$ cat src/core/ecs_consts.svh
// Constants for the Ethernet core configuration ports and status block
// Contract
// All configuration ports run on the shared clock and idle on its reset.
// Serdes port: 19-bit address per lane, byte-wide write and read data per lane.
// Serdes write strobe commits write data; read strobe starts a read cycle.
// Serdes access finishes only when stall drops low; master holds request until then.
// FEC port: 11-bit address, 8-bit data, separate write and read strobes per channel.
// FEC port stall holds off the pending operation until the device completes it.
// Timestamp ports: independent address, strobes, 8-bit data, stall per bridge, 19-bit address.
// Timestamp ports exist only in the combined 100G, single-lane, FEC and timing variant; here they exist whenever PTP_COMBO is set, whatever IS_100G.
// Fabric synchronises every status output; only the snapshot input is synchronous. The fabric model syncs only clock lock and core-ready.
// Per-lane recovered clock lock flag; divided recovered clocks usable only while high.
// Channel raises transmit-lanes-stable once all its transmit lanes are stable.
// Channel raises block lock when 66-bit alignment completes on all its lanes.
// 100G channel raises marker lock after markers found and virtual lanes deskewed.
// Receive-ready rises only when receive lanes are aligned and data is accepted.
// Local fault follows receive fault; works only with unidirectional or bidirectional handling.
// Remote fault follows partner fault sets; works only with bidirectional handling.
// Snapshot rise sets transmit status bit 1 at 0x846 and receive shadow bit; fall clears.
// User logic holds snapshot high while freezing, synchronous to the transmit clock.
// One snapshot acts as transmit and receive shadow request together; fans out.
// High error-rate flag follows the receive high error-rate state.
// Core-ready drops on global, transmit or soft resets; rises after initialisation.
// While core-ready is low no traffic or register accesses are accepted or issued. Here the configuration ports accept accesses regardless.
// User logic runs the configuration clock between 100 and 125 MHz.
// Configuration reset is synchronous and resets port logic only, not stored registers.
// On a read, valid data is presented in the cycle the stall drops.
`ifndef ECS_CONSTS_SVH
`define ECS_CONSTS_SVH

// ----------------------------------------
// Timing
// ----------------------------------------
`define ECS_CLK_NS      10
`define ECS_INIT_NS     2000
`define ECS_INIT_CYC    ((`ECS_INIT_NS + `ECS_CLK_NS - 1) / `ECS_CLK_NS)
`define ECS_ACC_CYC     2

// ----------------------------------------
// Port geometry
// ----------------------------------------
`define ECS_SD_AW       19
`define ECS_FEC_AW      11
`define ECS_TS_AW       19
`define ECS_DW          8
`define ECS_STORE_DEPTH 16

// ----------------------------------------
// Transmit counter status word
// ----------------------------------------
`define ECS_TX_CNTR_STATUS_OFS 12'h846
`define ECS_SHADOW_BIT  1
`define ECS_WORD_W      32

`endif

$ cat src/core/ecs_pkg.sv
// Types shared by the configuration port and status block
`default_nettype none

package ecs_pkg;

    typedef enum logic [2:0]
    {
        ECS_P_IDLE = 3'h1,
        ECS_P_BUSY = 3'h2,
        ECS_P_DONE = 3'h4
    } ecs_port_st_t;

    typedef enum logic [1:0]
    {
        ECS_LF_OFF    = 2'h0,
        ECS_LF_UNIDIR = 2'h1,
        ECS_LF_BIDIR  = 2'h2
    } ecs_lf_mode_t;

endpackage

`default_nettype wire

$ cat src/core/ecs_top.sv
// Configuration ports and per-channel link status outputs of the Ethernet core
`include "ecs_consts.svh"
`default_nettype none

module ecs_top
    import ecs_pkg::*;
#(
    parameter int           NL        = 4,
    parameter bit           IS_100G   = 1'b0,
    parameter bit           PTP_COMBO = 1'b0,
    parameter int           NTS       = 1,
    parameter ecs_lf_mode_t LF_MODE   = ECS_LF_BIDIR,
    parameter int           INIT_CYC  = `ECS_INIT_CYC
)
(
    // Clock and reset
    input  wire logic                     i_ref_clk,
    input  wire logic                     i_rst,
    // Serdes configuration ports, one per lane
    input  wire logic [NL*`ECS_SD_AW-1:0] i_sd_addr,
    input  wire logic [NL-1:0]            i_sd_write,
    input  wire logic [NL-1:0]            i_sd_read,
    input  wire logic [NL*`ECS_DW-1:0]    i_sd_wdata,
    output logic      [NL*`ECS_DW-1:0]    o_sd_rdata,
    output logic      [NL-1:0]            o_sd_waitreq,
    // FEC configuration ports, one per channel
    input  wire logic [NL*`ECS_FEC_AW-1:0] i_fec_addr,
    input  wire logic [NL-1:0]            i_fec_write,
    input  wire logic [NL-1:0]            i_fec_read,
    input  wire logic [NL*`ECS_DW-1:0]    i_fec_wdata,
    output logic      [NL*`ECS_DW-1:0]    o_fec_rdata,
    output logic      [NL-1:0]            o_fec_waitreq,
    // Timestamp bridge configuration ports
    input  wire logic [NTS*`ECS_TS_AW-1:0] i_ts_addr,
    input  wire logic [NTS-1:0]           i_ts_write,
    input  wire logic [NTS-1:0]           i_ts_read,
    input  wire logic [NTS*`ECS_DW-1:0]   i_ts_wdata,
    output logic      [NTS*`ECS_DW-1:0]   o_ts_rdata,
    output logic      [NTS-1:0]           o_ts_waitreq,
    // Raw lane and channel conditions, asynchronous
    input  wire logic [NL-1:0]            i_lane_cdr_lock,
    input  wire logic [NL-1:0]            i_lane_tx_ok,
    input  wire logic [NL-1:0]            i_lane_blk_lock,
    input  wire logic                     i_vlane_deskewed,
    input  wire logic [NL-1:0]            i_rx_pcs_fault,
    input  wire logic [NL-1:0]            i_rx_remote_os,
    input  wire logic [NL-1:0]            i_rx_ber_alarm,
    input  wire logic                     i_hard_rst_n,
    input  wire logic [NL-1:0]            i_tx_rst_n,
    input  wire logic [NL-1:0]            i_rx_rst_n,
    input  wire logic [NL-1:0]            i_tx_soft_rst,
    input  wire logic [NL-1:0]            i_rx_soft_rst,
    // Statistics snapshot, same clock
    input  wire logic [NL-1:0]            i_stats_snapshot,
    // Status outputs
    output logic      [NL-1:0]            o_rx_clk_locked,
    output logic      [NL-1:0]            o_tx_lanes_stable,
    output logic      [NL-1:0]            o_rx_block_lock,
    output logic      [NL-1:0]            o_rx_marker_aligned,
    output logic      [NL-1:0]            o_rx_ready,
    output logic      [NL-1:0]            o_local_fault,
    output logic      [NL-1:0]            o_remote_fault,
    output logic      [NL-1:0]            o_rx_high_error_rate,
    output logic      [NL-1:0]            o_core_ready,
    output logic      [NL*`ECS_WORD_W-1:0] o_tx_counter_status,
    output logic      [NL-1:0]            o_rx_shadow_on
);

    localparam int SW = 10 * NL + 2;
    localparam int CW = $clog2(INIT_CYC + 1);
    localparam int WW = `ECS_WORD_W;
    localparam int DW = `ECS_DW;
    localparam int SA = `ECS_SD_AW;
    localparam int FA = `ECS_FEC_AW;
    localparam int TA = `ECS_TS_AW;

    if (NL < 1 || NL > 4 || (IS_100G && NL != 4) || NTS < 1 || INIT_CYC < 1)
    begin : g_bad
        $error("ecs_top: unsupported parameters");
    end

    typedef struct packed {
        logic [SW-1:0]          s1;
        logic [SW-1:0]          s2;
        logic                   regs_clr;
        logic [NL-1:0]          cdr;
        logic [NL-1:0]          txs;
        logic [NL-1:0]          blk;
        logic [NL-1:0]          am;
        logic [NL-1:0]          rdy;
        logic [NL-1:0]          lf;
        logic [NL-1:0]          rf;
        logic [NL-1:0]          ber;
        logic [NL-1:0]          core;
        logic [NL-1:0]          snap_q;
        logic [NL-1:0]          tx_sh;
        logic [NL-1:0]          rx_sh;
        logic [NL-1:0][CW-1:0]  icnt;
    } ecs_top_state_t;

    ecs_top_state_t r_reg;
    ecs_top_state_t r_next;

    logic [NL-1:0] cdr_s;
    logic [NL-1:0] txok_s;
    logic [NL-1:0] blk_s;
    logic [NL-1:0] pcsf_s;
    logic [NL-1:0] rem_s;
    logic [NL-1:0] ber_s;
    logic [NL-1:0] txrst_n_s;
    logic [NL-1:0] rxrst_n_s;
    logic [NL-1:0] txsoft_s;
    logic [NL-1:0] rxsoft_s;
    logic          desk_s;
    logic          hard_n_s;

    // Only the second stage feeds any logic
    assign {cdr_s, txok_s, blk_s, pcsf_s, rem_s, ber_s,
            txrst_n_s, rxrst_n_s, txsoft_s, rxsoft_s, desk_s, hard_n_s} = r_reg.s2;

    // In 100G mode channel 0 owns all lanes; the others stay idle
    function automatic logic agg(input logic [NL-1:0] v, input int c);
        logic res;
        res = v[c];
        if (IS_100G)
            res = (c == 0) ? &v : 1'b0;
        return res;
    endfunction

    // ----------------------------------------
    // Status and snapshot logic
    // ----------------------------------------
    always_comb
    begin
        logic act;
        logic tx_dn;
        logic rx_dn;
        act    = 1'b0;
        tx_dn  = 1'b0;
        rx_dn  = 1'b0;
        r_next = r_reg;
        r_next.s1 = {i_lane_cdr_lock, i_lane_tx_ok, i_lane_blk_lock, i_rx_pcs_fault,
                     i_rx_remote_os, i_rx_ber_alarm, i_tx_rst_n, i_rx_rst_n,
                     i_tx_soft_rst, i_rx_soft_rst, i_vlane_deskewed, i_hard_rst_n};
        r_next.s2       = r_reg.s1;
        r_next.regs_clr = ~hard_n_s;
        r_next.snap_q   = i_stats_snapshot;
        r_next.cdr      = cdr_s;
        for (int c = 0; c < NL; c++)
        begin
            act   = !IS_100G || (c == 0);
            tx_dn = !hard_n_s || !txrst_n_s[c];
            rx_dn = !hard_n_s || !rxrst_n_s[c];
            r_next.txs[c] = act && !tx_dn && agg(txok_s, c);
            r_next.blk[c] = act && !rx_dn && agg(blk_s, c);
            r_next.am[c]  = IS_100G && (c == 0) && !rx_dn && (&blk_s) && desk_s;
            r_next.rdy[c] = r_next.blk[c] && (IS_100G ? r_next.am[c] : 1'b1);
            r_next.lf[c]  = act && !rx_dn && (LF_MODE != ECS_LF_OFF) && pcsf_s[c];
            r_next.rf[c]  = act && !rx_dn && (LF_MODE == ECS_LF_BIDIR) && rem_s[c];
            r_next.ber[c] = act && !rx_dn && ber_s[c];
            // Ready waits out a full initialisation after the last reset other than a receive hard reset
            if (tx_dn || txsoft_s[c] || rxsoft_s[c] || !act)
            begin
                r_next.icnt[c] = CW'(INIT_CYC);
                r_next.core[c] = 1'b0;
            end
            else if (r_reg.icnt[c] != '0)
                r_next.icnt[c] = r_reg.icnt[c] - 1'b1;
            else
                r_next.core[c] = 1'b1;
            // Snapshot is already on this clock, so no synchroniser
            if (i_stats_snapshot[c] && !r_reg.snap_q[c])
            begin
                r_next.tx_sh[c] = 1'b1;
                r_next.rx_sh[c] = 1'b1;
            end
            else if (!i_stats_snapshot[c] && r_reg.snap_q[c])
            begin
                r_next.tx_sh[c] = 1'b0;
                r_next.rx_sh[c] = 1'b0;
            end
        end
        // Synchronisers keep running, so a port reset never looks like a hard reset and wipes storage
        if (i_rst)
        begin
            r_next = '{s1: r_next.s1, s2: r_next.s2, icnt: {NL{CW'(INIT_CYC)}}, default: '0};
        end
    end

    always_ff @(posedge i_ref_clk)
    begin
        r_reg <= r_next;
    end

    assign o_rx_clk_locked      = r_reg.cdr;
    assign o_tx_lanes_stable    = r_reg.txs;
    assign o_rx_block_lock      = r_reg.blk;
    assign o_rx_marker_aligned  = r_reg.am;
    assign o_rx_ready           = r_reg.rdy;
    assign o_local_fault        = r_reg.lf;
    assign o_remote_fault       = r_reg.rf;
    assign o_rx_high_error_rate = r_reg.ber;
    assign o_core_ready         = r_reg.core;
    assign o_rx_shadow_on       = r_reg.rx_sh;

    for (genvar c = 0; c < NL; c++)
    begin : g_cntr
        assign o_tx_counter_status[c*WW +: WW] = WW'(r_reg.tx_sh[c]) << `ECS_SHADOW_BIT;
    end

    // ----------------------------------------
    // Configuration ports
    // ----------------------------------------
    for (genvar l = 0; l < NL; l++)
    begin : g_sd
        ecs_cfg_port #(.AW(SA), .DW(DW), .DEPTH(`ECS_STORE_DEPTH), .ACC(`ECS_ACC_CYC)) u_port
        (
            .i_ref_clk  (i_ref_clk),
            .i_rst      (i_rst),
            .i_regs_clr (r_reg.regs_clr),
            .i_addr     (i_sd_addr[l*SA +: SA]),
            .i_write    (i_sd_write[l]),
            .i_read     (i_sd_read[l]),
            .i_wdata    (i_sd_wdata[l*DW +: DW]),
            .o_rdata    (o_sd_rdata[l*DW +: DW]),
            .o_waitreq  (o_sd_waitreq[l])
        );
    end

    for (genvar l = 0; l < NL; l++)
    begin : g_fec
        ecs_cfg_port #(.AW(FA), .DW(DW), .DEPTH(`ECS_STORE_DEPTH), .ACC(`ECS_ACC_CYC)) u_port
        (
            .i_ref_clk  (i_ref_clk),
            .i_rst      (i_rst),
            .i_regs_clr (r_reg.regs_clr),
            .i_addr     (i_fec_addr[l*FA +: FA]),
            .i_write    (i_fec_write[l]),
            .i_read     (i_fec_read[l]),
            .i_wdata    (i_fec_wdata[l*DW +: DW]),
            .o_rdata    (o_fec_rdata[l*DW +: DW]),
            .o_waitreq  (o_fec_waitreq[l])
        );
    end

    if (PTP_COMBO)
    begin : g_ts_on
        for (genvar p = 0; p < NTS; p++)
        begin : g_ts
            ecs_cfg_port #(.AW(TA), .DW(DW), .DEPTH(`ECS_STORE_DEPTH), .ACC(`ECS_ACC_CYC)) u_port
            (
                .i_ref_clk  (i_ref_clk),
                .i_rst      (i_rst),
                .i_regs_clr (r_reg.regs_clr),
                .i_addr     (i_ts_addr[p*TA +: TA]),
                .i_write    (i_ts_write[p]),
                .i_read     (i_ts_read[p]),
                .i_wdata    (i_ts_wdata[p*DW +: DW]),
                .o_rdata    (o_ts_rdata[p*DW +: DW]),
                .o_waitreq  (o_ts_waitreq[p])
            );
        end
    end
    else
    begin : g_ts_off
        // Absent in other variants: stall forever, read zero
        assign o_ts_rdata   = '0;
        assign o_ts_waitreq = '1;
    end

    // ----------------------------------------
    // Checks
    // ----------------------------------------
    a_ready_hard_drop:
    assert property (@(posedge i_ref_clk) disable iff (i_rst) !hard_n_s |=> (o_core_ready == '0))
    else $error("core ready stayed high through a global reset");

    a_ready_init_wait:
    assert property (@(posedge i_ref_clk) disable iff (i_rst)
        (!o_core_ready[0] && r_reg.icnt[0] != '0) |=> !o_core_ready[0])
    else $error("core ready rose before initialisation ended");

    a_local_fault_gate:
    assert property (@(posedge i_ref_clk) disable iff (i_rst)
        (LF_MODE == ECS_LF_OFF) |-> (o_local_fault == '0))
    else $error("local fault raised with fault handling off");

    a_remote_fault_gate:
    assert property (@(posedge i_ref_clk) disable iff (i_rst)
        (LF_MODE != ECS_LF_BIDIR) |-> (o_remote_fault == '0))
    else $error("remote fault raised without bidirectional handling");

    a_ready_needs_lock:
    assert property (@(posedge i_ref_clk) disable iff (i_rst) o_rx_ready[0] |-> o_rx_block_lock[0])
    else $error("receive ready without block lock");

    a_snap_rise_sets:
    assert property (@(posedge i_ref_clk) disable iff (i_rst)
        (i_stats_snapshot[0] && !r_reg.snap_q[0])
        |=> (o_rx_shadow_on[0] && o_tx_counter_status[`ECS_SHADOW_BIT]))
    else $error("snapshot rise did not set both shadow bits");

    a_snap_fall_clears:
    assert property (@(posedge i_ref_clk) disable iff (i_rst)
        (!i_stats_snapshot[0] && r_reg.snap_q[0])
        |=> (!o_rx_shadow_on[0] && !o_tx_counter_status[`ECS_SHADOW_BIT]))
    else $error("snapshot fall did not clear both shadow bits");

endmodule

`default_nettype wire

$ cat src/core/ecs_cfg_port.sv
// One stalling byte-wide configuration port with flip-flop register storage
`include "ecs_consts.svh"
`default_nettype none

module ecs_cfg_port
    import ecs_pkg::*;
#(
    parameter int AW    = `ECS_SD_AW,
    parameter int DW    = `ECS_DW,
    parameter int DEPTH = `ECS_STORE_DEPTH,
    parameter int ACC   = `ECS_ACC_CYC
)
(
    // Clock and resets
    input  wire logic          i_ref_clk,
    input  wire logic          i_rst,
    input  wire logic          i_regs_clr,
    // Master request
    input  wire logic [AW-1:0] i_addr,
    input  wire logic          i_write,
    input  wire logic          i_read,
    input  wire logic [DW-1:0] i_wdata,
    // Answer
    output logic      [DW-1:0] o_rdata,
    output logic               o_waitreq
);

    localparam int IW    = $clog2(DEPTH);
    localparam int CW    = $clog2(ACC + 1);
    localparam int ACC_D = ACC + 1;

    if (DEPTH < 2 || AW < IW || ACC < 1)
    begin : g_bad
        $error("ecs_cfg_port: unsupported parameters");
    end

    typedef struct packed {
        ecs_port_st_t               st;
        logic [CW-1:0]              cnt;
        logic [DW-1:0]              rdata;
        logic                       waitreq;
        logic [DEPTH-1:0][DW-1:0]   mem;
    } ecs_port_state_t;

    ecs_port_state_t r_reg;
    ecs_port_state_t r_next;
    logic [IW-1:0]   idx;

    // Upper address bits alias onto the small store
    assign idx = i_addr[IW-1:0];

    // ----------------------------------------
    // Access sequencer
    // ----------------------------------------
    always_comb
    begin
        r_next = r_reg;
        case (r_reg.st)
            ECS_P_IDLE:
            begin
                r_next.waitreq = 1'b1;
                if (i_write || i_read)
                begin
                    r_next.st  = ECS_P_BUSY;
                    r_next.cnt = CW'(ACC - 1);
                end
            end
            ECS_P_BUSY:
            begin
                if (r_reg.cnt == '0)
                begin
                    r_next.st      = ECS_P_DONE;
                    r_next.waitreq = 1'b0;
                    if (i_write)
                        r_next.mem[idx] = i_wdata;
                    else
                        r_next.rdata = r_reg.mem[idx];
                end
                else
                    r_next.cnt = r_reg.cnt - 1'b1;
            end
            ECS_P_DONE:
            begin
                r_next.st      = ECS_P_IDLE;
                r_next.waitreq = 1'b1;
            end
            default:
            begin
                r_next.st      = ECS_P_IDLE;
                r_next.waitreq = 1'b1;
            end
        endcase
        if (i_regs_clr)
            r_next.mem = '0;
        // Port reset leaves the stored registers alone
        if (i_rst)
        begin
            r_next.st      = ECS_P_IDLE;
            r_next.cnt     = '0;
            r_next.rdata   = '0;
            r_next.waitreq = 1'b1;
        end
    end

    always_ff @(posedge i_ref_clk)
    begin
        r_reg <= r_next;
    end

    assign o_rdata   = r_reg.rdata;
    assign o_waitreq = r_reg.waitreq;

    // ----------------------------------------
    // Checks
    // ----------------------------------------
    a_stall_low_once:
    assert property (@(posedge i_ref_clk) disable iff (i_rst) !o_waitreq |=> o_waitreq)
    else $error("stall stayed low for more than one cycle");

    a_access_latency:
    assert property (@(posedge i_ref_clk) disable iff (i_rst)
        (r_reg.st == ECS_P_IDLE && (i_write || i_read)) |-> ##ACC_D !o_waitreq)
    else $error("access did not complete in the fixed latency");

    a_rdata_steady:
    assert property (@(posedge i_ref_clk) disable iff (i_rst)
        (r_reg.st != ECS_P_BUSY && !i_regs_clr) |=> $stable(o_rdata))
    else $error("read data changed outside a completion");

endmodule

`default_nettype wire

$ cat config.mk
export PLATFORM = sky130hd
export DESIGN_NAME = ecs_top
export DESIGN_NICKNAME = d
export VERILOG_FILES = /design/src/core/ecs_pkg.sv /design/src/core/ecs_top.sv /design/src/core/ecs_cfg_port.sv
export VERILOG_INCLUDE_DIRS = /design/src /design/src/core
export SDC_FILE = /design/constraint.sdc
export NUM_CORES = 2
export LEC_CHECK = 0
export BUFFER_PORTS_ARGS = -buffer_cell sky130_fd_sc_hd__buf_4
export CORE_MARGIN = 2
export CORE_UTILIZATION = 60
export CTS_CLUSTER_DIAMETER = 100
export DETAILED_ROUTE_END_ITERATION = 7
export GPL_ROUTABILITY_DRIVEN = 0
export GPL_TIMING_DRIVEN = 1
export PLACE_DENSITY = 0.8
export SETUP_SLACK_MARGIN = 0.05
export SYNTH_ARGS = -nofsm -noshare
export SYNTH_HDL_FRONTEND = slang
export SYNTH_SLANG_ARGS = --single-unit
$ cat constraint.sdc
create_clock -name i_ref_clk -period 2.16 [get_ports i_ref_clk]
set_input_delay 0.216 -clock i_ref_clk [delete_from_list [all_inputs] [get_ports i_ref_clk]]
set_output_delay 0.216 -clock i_ref_clk [all_outputs]
set_load 0.1 [all_outputs]
==> summary.txt <==
Run status
  • Status: complete, no violations

Yosys
  • Yosys top cell area share: 44.6%
  • Register area share after synthesis: 44.6%
  • FFs w/ async S/R, synth: 0%
  • Ys Warns: 0
  • Count leader, synth: dfxtp_1
  • Primary FF master, synth: dfxtp_1
  • Synth Instances: 5270
  • Ranking of synthesized cells by area: dfxtp_1 (45%), mux2i_1 (19%), nand2b_1 (11%), mux4_2 (8.8%), buf_4 (3.3%)
  • Post-synthesis cell type count: 71
  • Mapped Avg Cell Area: 11.0 sq um
  • Area leader, netlist: dfxtp_1
  • Syn Std Cell Area: 57700 sq um
  • EDFF count, synth: 0
  • Synth Register Bits: 1287
  • Post-synth top cells: dfxtp_1 (1287), mux2i_1 (1102), nand2b_1 (971), clkbuf_1 (290), buf_4 (256)

Routing
  • Final ANT Viol Nets: 0
  • Via count: 38.9k
  • Routed len/inst: 19.0 um
  • Vias per Instance: 5.60
  • First-pass DRT Iterations: 5
  • Initial DRC count: 2432
  • # DRC: 0
  • Final wirelength: 132000 um

Cells and area
  • Fin nets: 5862
  • Area Overhead vs Synth: 15.6%
  • Reg area: 25800 sq um
  • Final core occ: 70.2%
  • Fraction of layout cells with a size suffix above 1: 18.9%
  • Filler cell count: 6686
  • Area occupied by multi-input gates: 28900 sq um
  • Post-route insts no fill: 6940
  • Fin area: 66800 sq um

Floorplan
  • Rows: 113
  • Core box area: 95200 sq um
  • Initial core utilization: 60.7%
  • Die Ht: 314 um
  • I/O pin cnt: 526
  • Die Wd: 314 um
  • Die ar.: 98700 sq um

STA
  • RSZ-0062 raised after global routing: true
  • Final Max Tran Viols: 0
  • Final worst path period share: 95.3%
  • Clock skew: 22.9 ps
  • Hold Fails Final Rpt: 0
  • Least-Margin Pin Slew: 644 ps
  • Max frequency: 486 MHz
  • Final Critical Period: 2060 ps
  • Final setup violation count: 0
  • Slew margin rel.: 57.1%

Clocking
  • Clock Sinks: 1287
  • Clk slew on worst S/H paths: 60 ps
  • Total CTS buffers: 134
  • Clk_lat worst skew: 750 ps
  • Htree depth: 4
  • CTS tree: done
  • Clock Path Buffers: 3
  • Clk root buf: clkbuf_16

Critical path
  • Critical Path AT: 2640 ps
  • Data required, critical path: 2740 ps
  • Worst Path Max Fanout: 8
  • CP endpoint kind: flop
  • Critical path launch point type: flop
  • Flop2flop setup slack: 100 ps
  • Critical path type: reg -> reg

Global route
  • Largest net degree at the start of global routing: 104
  • Total Routing Usage GR: 26.4%
  • GRT Residual Overflow: 0
  • Initial antenna violation count: 4
  • Vias in the first global route: 39.8k
  • First-pass GRT wire length: 211000 um

Power and ir drop
  • P per Cell Area: 789 nW/um^2
  • Leakage power: 31.2 nW
  • Maximum VDD drop: 0.663 mV

Min path
  • Classification of the worst-slack hold path: in -> reg

Place
  • Placement Cell Area: 60700 sq um
  • Placed cells: 6562
  • HPWL Detailed: 85000 um
  • Port bufs: 270

Run
  • Max-cap violation count: 0
==> cell type report <==
cell class,instances,share of cell area (%)
Inverter,51,0.292
Tap cell,1265,2.37
Clock buffer,189,5.80
Antenna cell,1,0.00375
Timing Repair Buffer,676,8.53
Sequential cell,1287,38.6
Multi-Input combinational cell,3417,43.3
Clock inverter,54,1.08
==> path summary, 6_finish.rpt <==
path | startpoint | cells past startpoint | to
worst min-delay path | i_sd_write[0] | 5 | g_sd[0].u_port.r_reg[138]
worst min register to register | r_reg[151] | 0 | pcsf_s[2]
worst max-delay path | g_sd[0].u_port.r_reg[137] | 6 | g_sd[0].u_port.r_reg[77]
worst max register to register | g_sd[0].u_port.r_reg[137] | 6 | g_sd[0].u_port.r_reg[77]
==> routing by layer <==
| metal | wire [um] | GRT usage, % | vias up |
|---|---|---|---|
| li1 | - | - | 18500 |
| met1 | 57300 | 34.1 | 19200 |
| met2 | 65100 | 45.1 | 905 |
| met3 | 5750 | 3.86 | 252 |
| met4 | 3920 | 9.46 | 6 |
| met5 | 41 | 0 | - |
==> cell usage in the layout, fill, tap and decap left out, drive strengths merged, types with 9 or more instances in the layout <==
cell	synthesis	routed
a21oi	31	31
nor3	46	46
o211ai	28	28
bufinv	0	12
dlygate4sd3	0	134
dfxtp	1287	1287
o21a	9	9
a22oi	35	35
buf	359	542
nand3	51	51
mux4	231	231
nor2b	42	42
a2bb2oi	9	9
nand4	24	24
or3	30	30
conb	2	137
clkinv	3	27
xnor2	16	16
mux2i	1102	1102
a22o	13	13
clkbuf	291	189
o21ai	71	71
nand2b	971	971
nor4	13	13
and3	26	26
nor2	212	212
nand2	137	137
inv	48	60
and4	9	9
nand4bb	9	9
or4	13	13
ha	18	18
o22ai	24	24
==> cells by family after synthesis <==
family                   after synthesis  synth area share [%]
adder cells (fa/ha/maj)               18                 0.390
multiplexers                        1333                  28.1
AND/OR/NAND/NOR                     1635                  16.8
XOR/XNOR                              22                 0.334
flip-flops                          1287                  44.6
buffers and inverters                701                  6.45
AO/OA/AOI/OAI                        272                  3.22
other                                  2                0.0130
==> power by group <==
group          switching, mW  total, mW  internal [mW]
Clock                   9.87       24.0           14.1
Sequential             0.170       24.2           24.0
Combinational           3.02       4.54           1.52
Total                   13.1       52.7           39.6
==> worst max-delay path, stage by stage, from the launching register on <==
cell	delay (ps)
dfxtp_1	300
inv_1	90
ha_2	230
and4bb_2	320
nand3_1	130
or3_1	620
mux2i_1	210
==> metrics by stage <==
stage	power, mW	hold WS, ps	setup WS, ps	setup TNS [ps]
after global routing	54.3	46.5	-20.2	-24.1
after global placement	28.9	310	-103	-1100
after detailed placement	29.0	312	-129	-1490
after floorplan	28.2	244	255	0
final	52.7	54.4	102	0
after CTS	53.0	0.711	-17.7	-95.8
==> timing repair <==
action,4_1_cts,5_1_grt
pin swaps,1,2
resized for setup,8,26
setup buffers,0,0
endpoints found under the setup margin,57,181
hold buffers,134,0
hold endpoints to repair,949,0
Note: power is estimated with default switching activity, not from simulation.
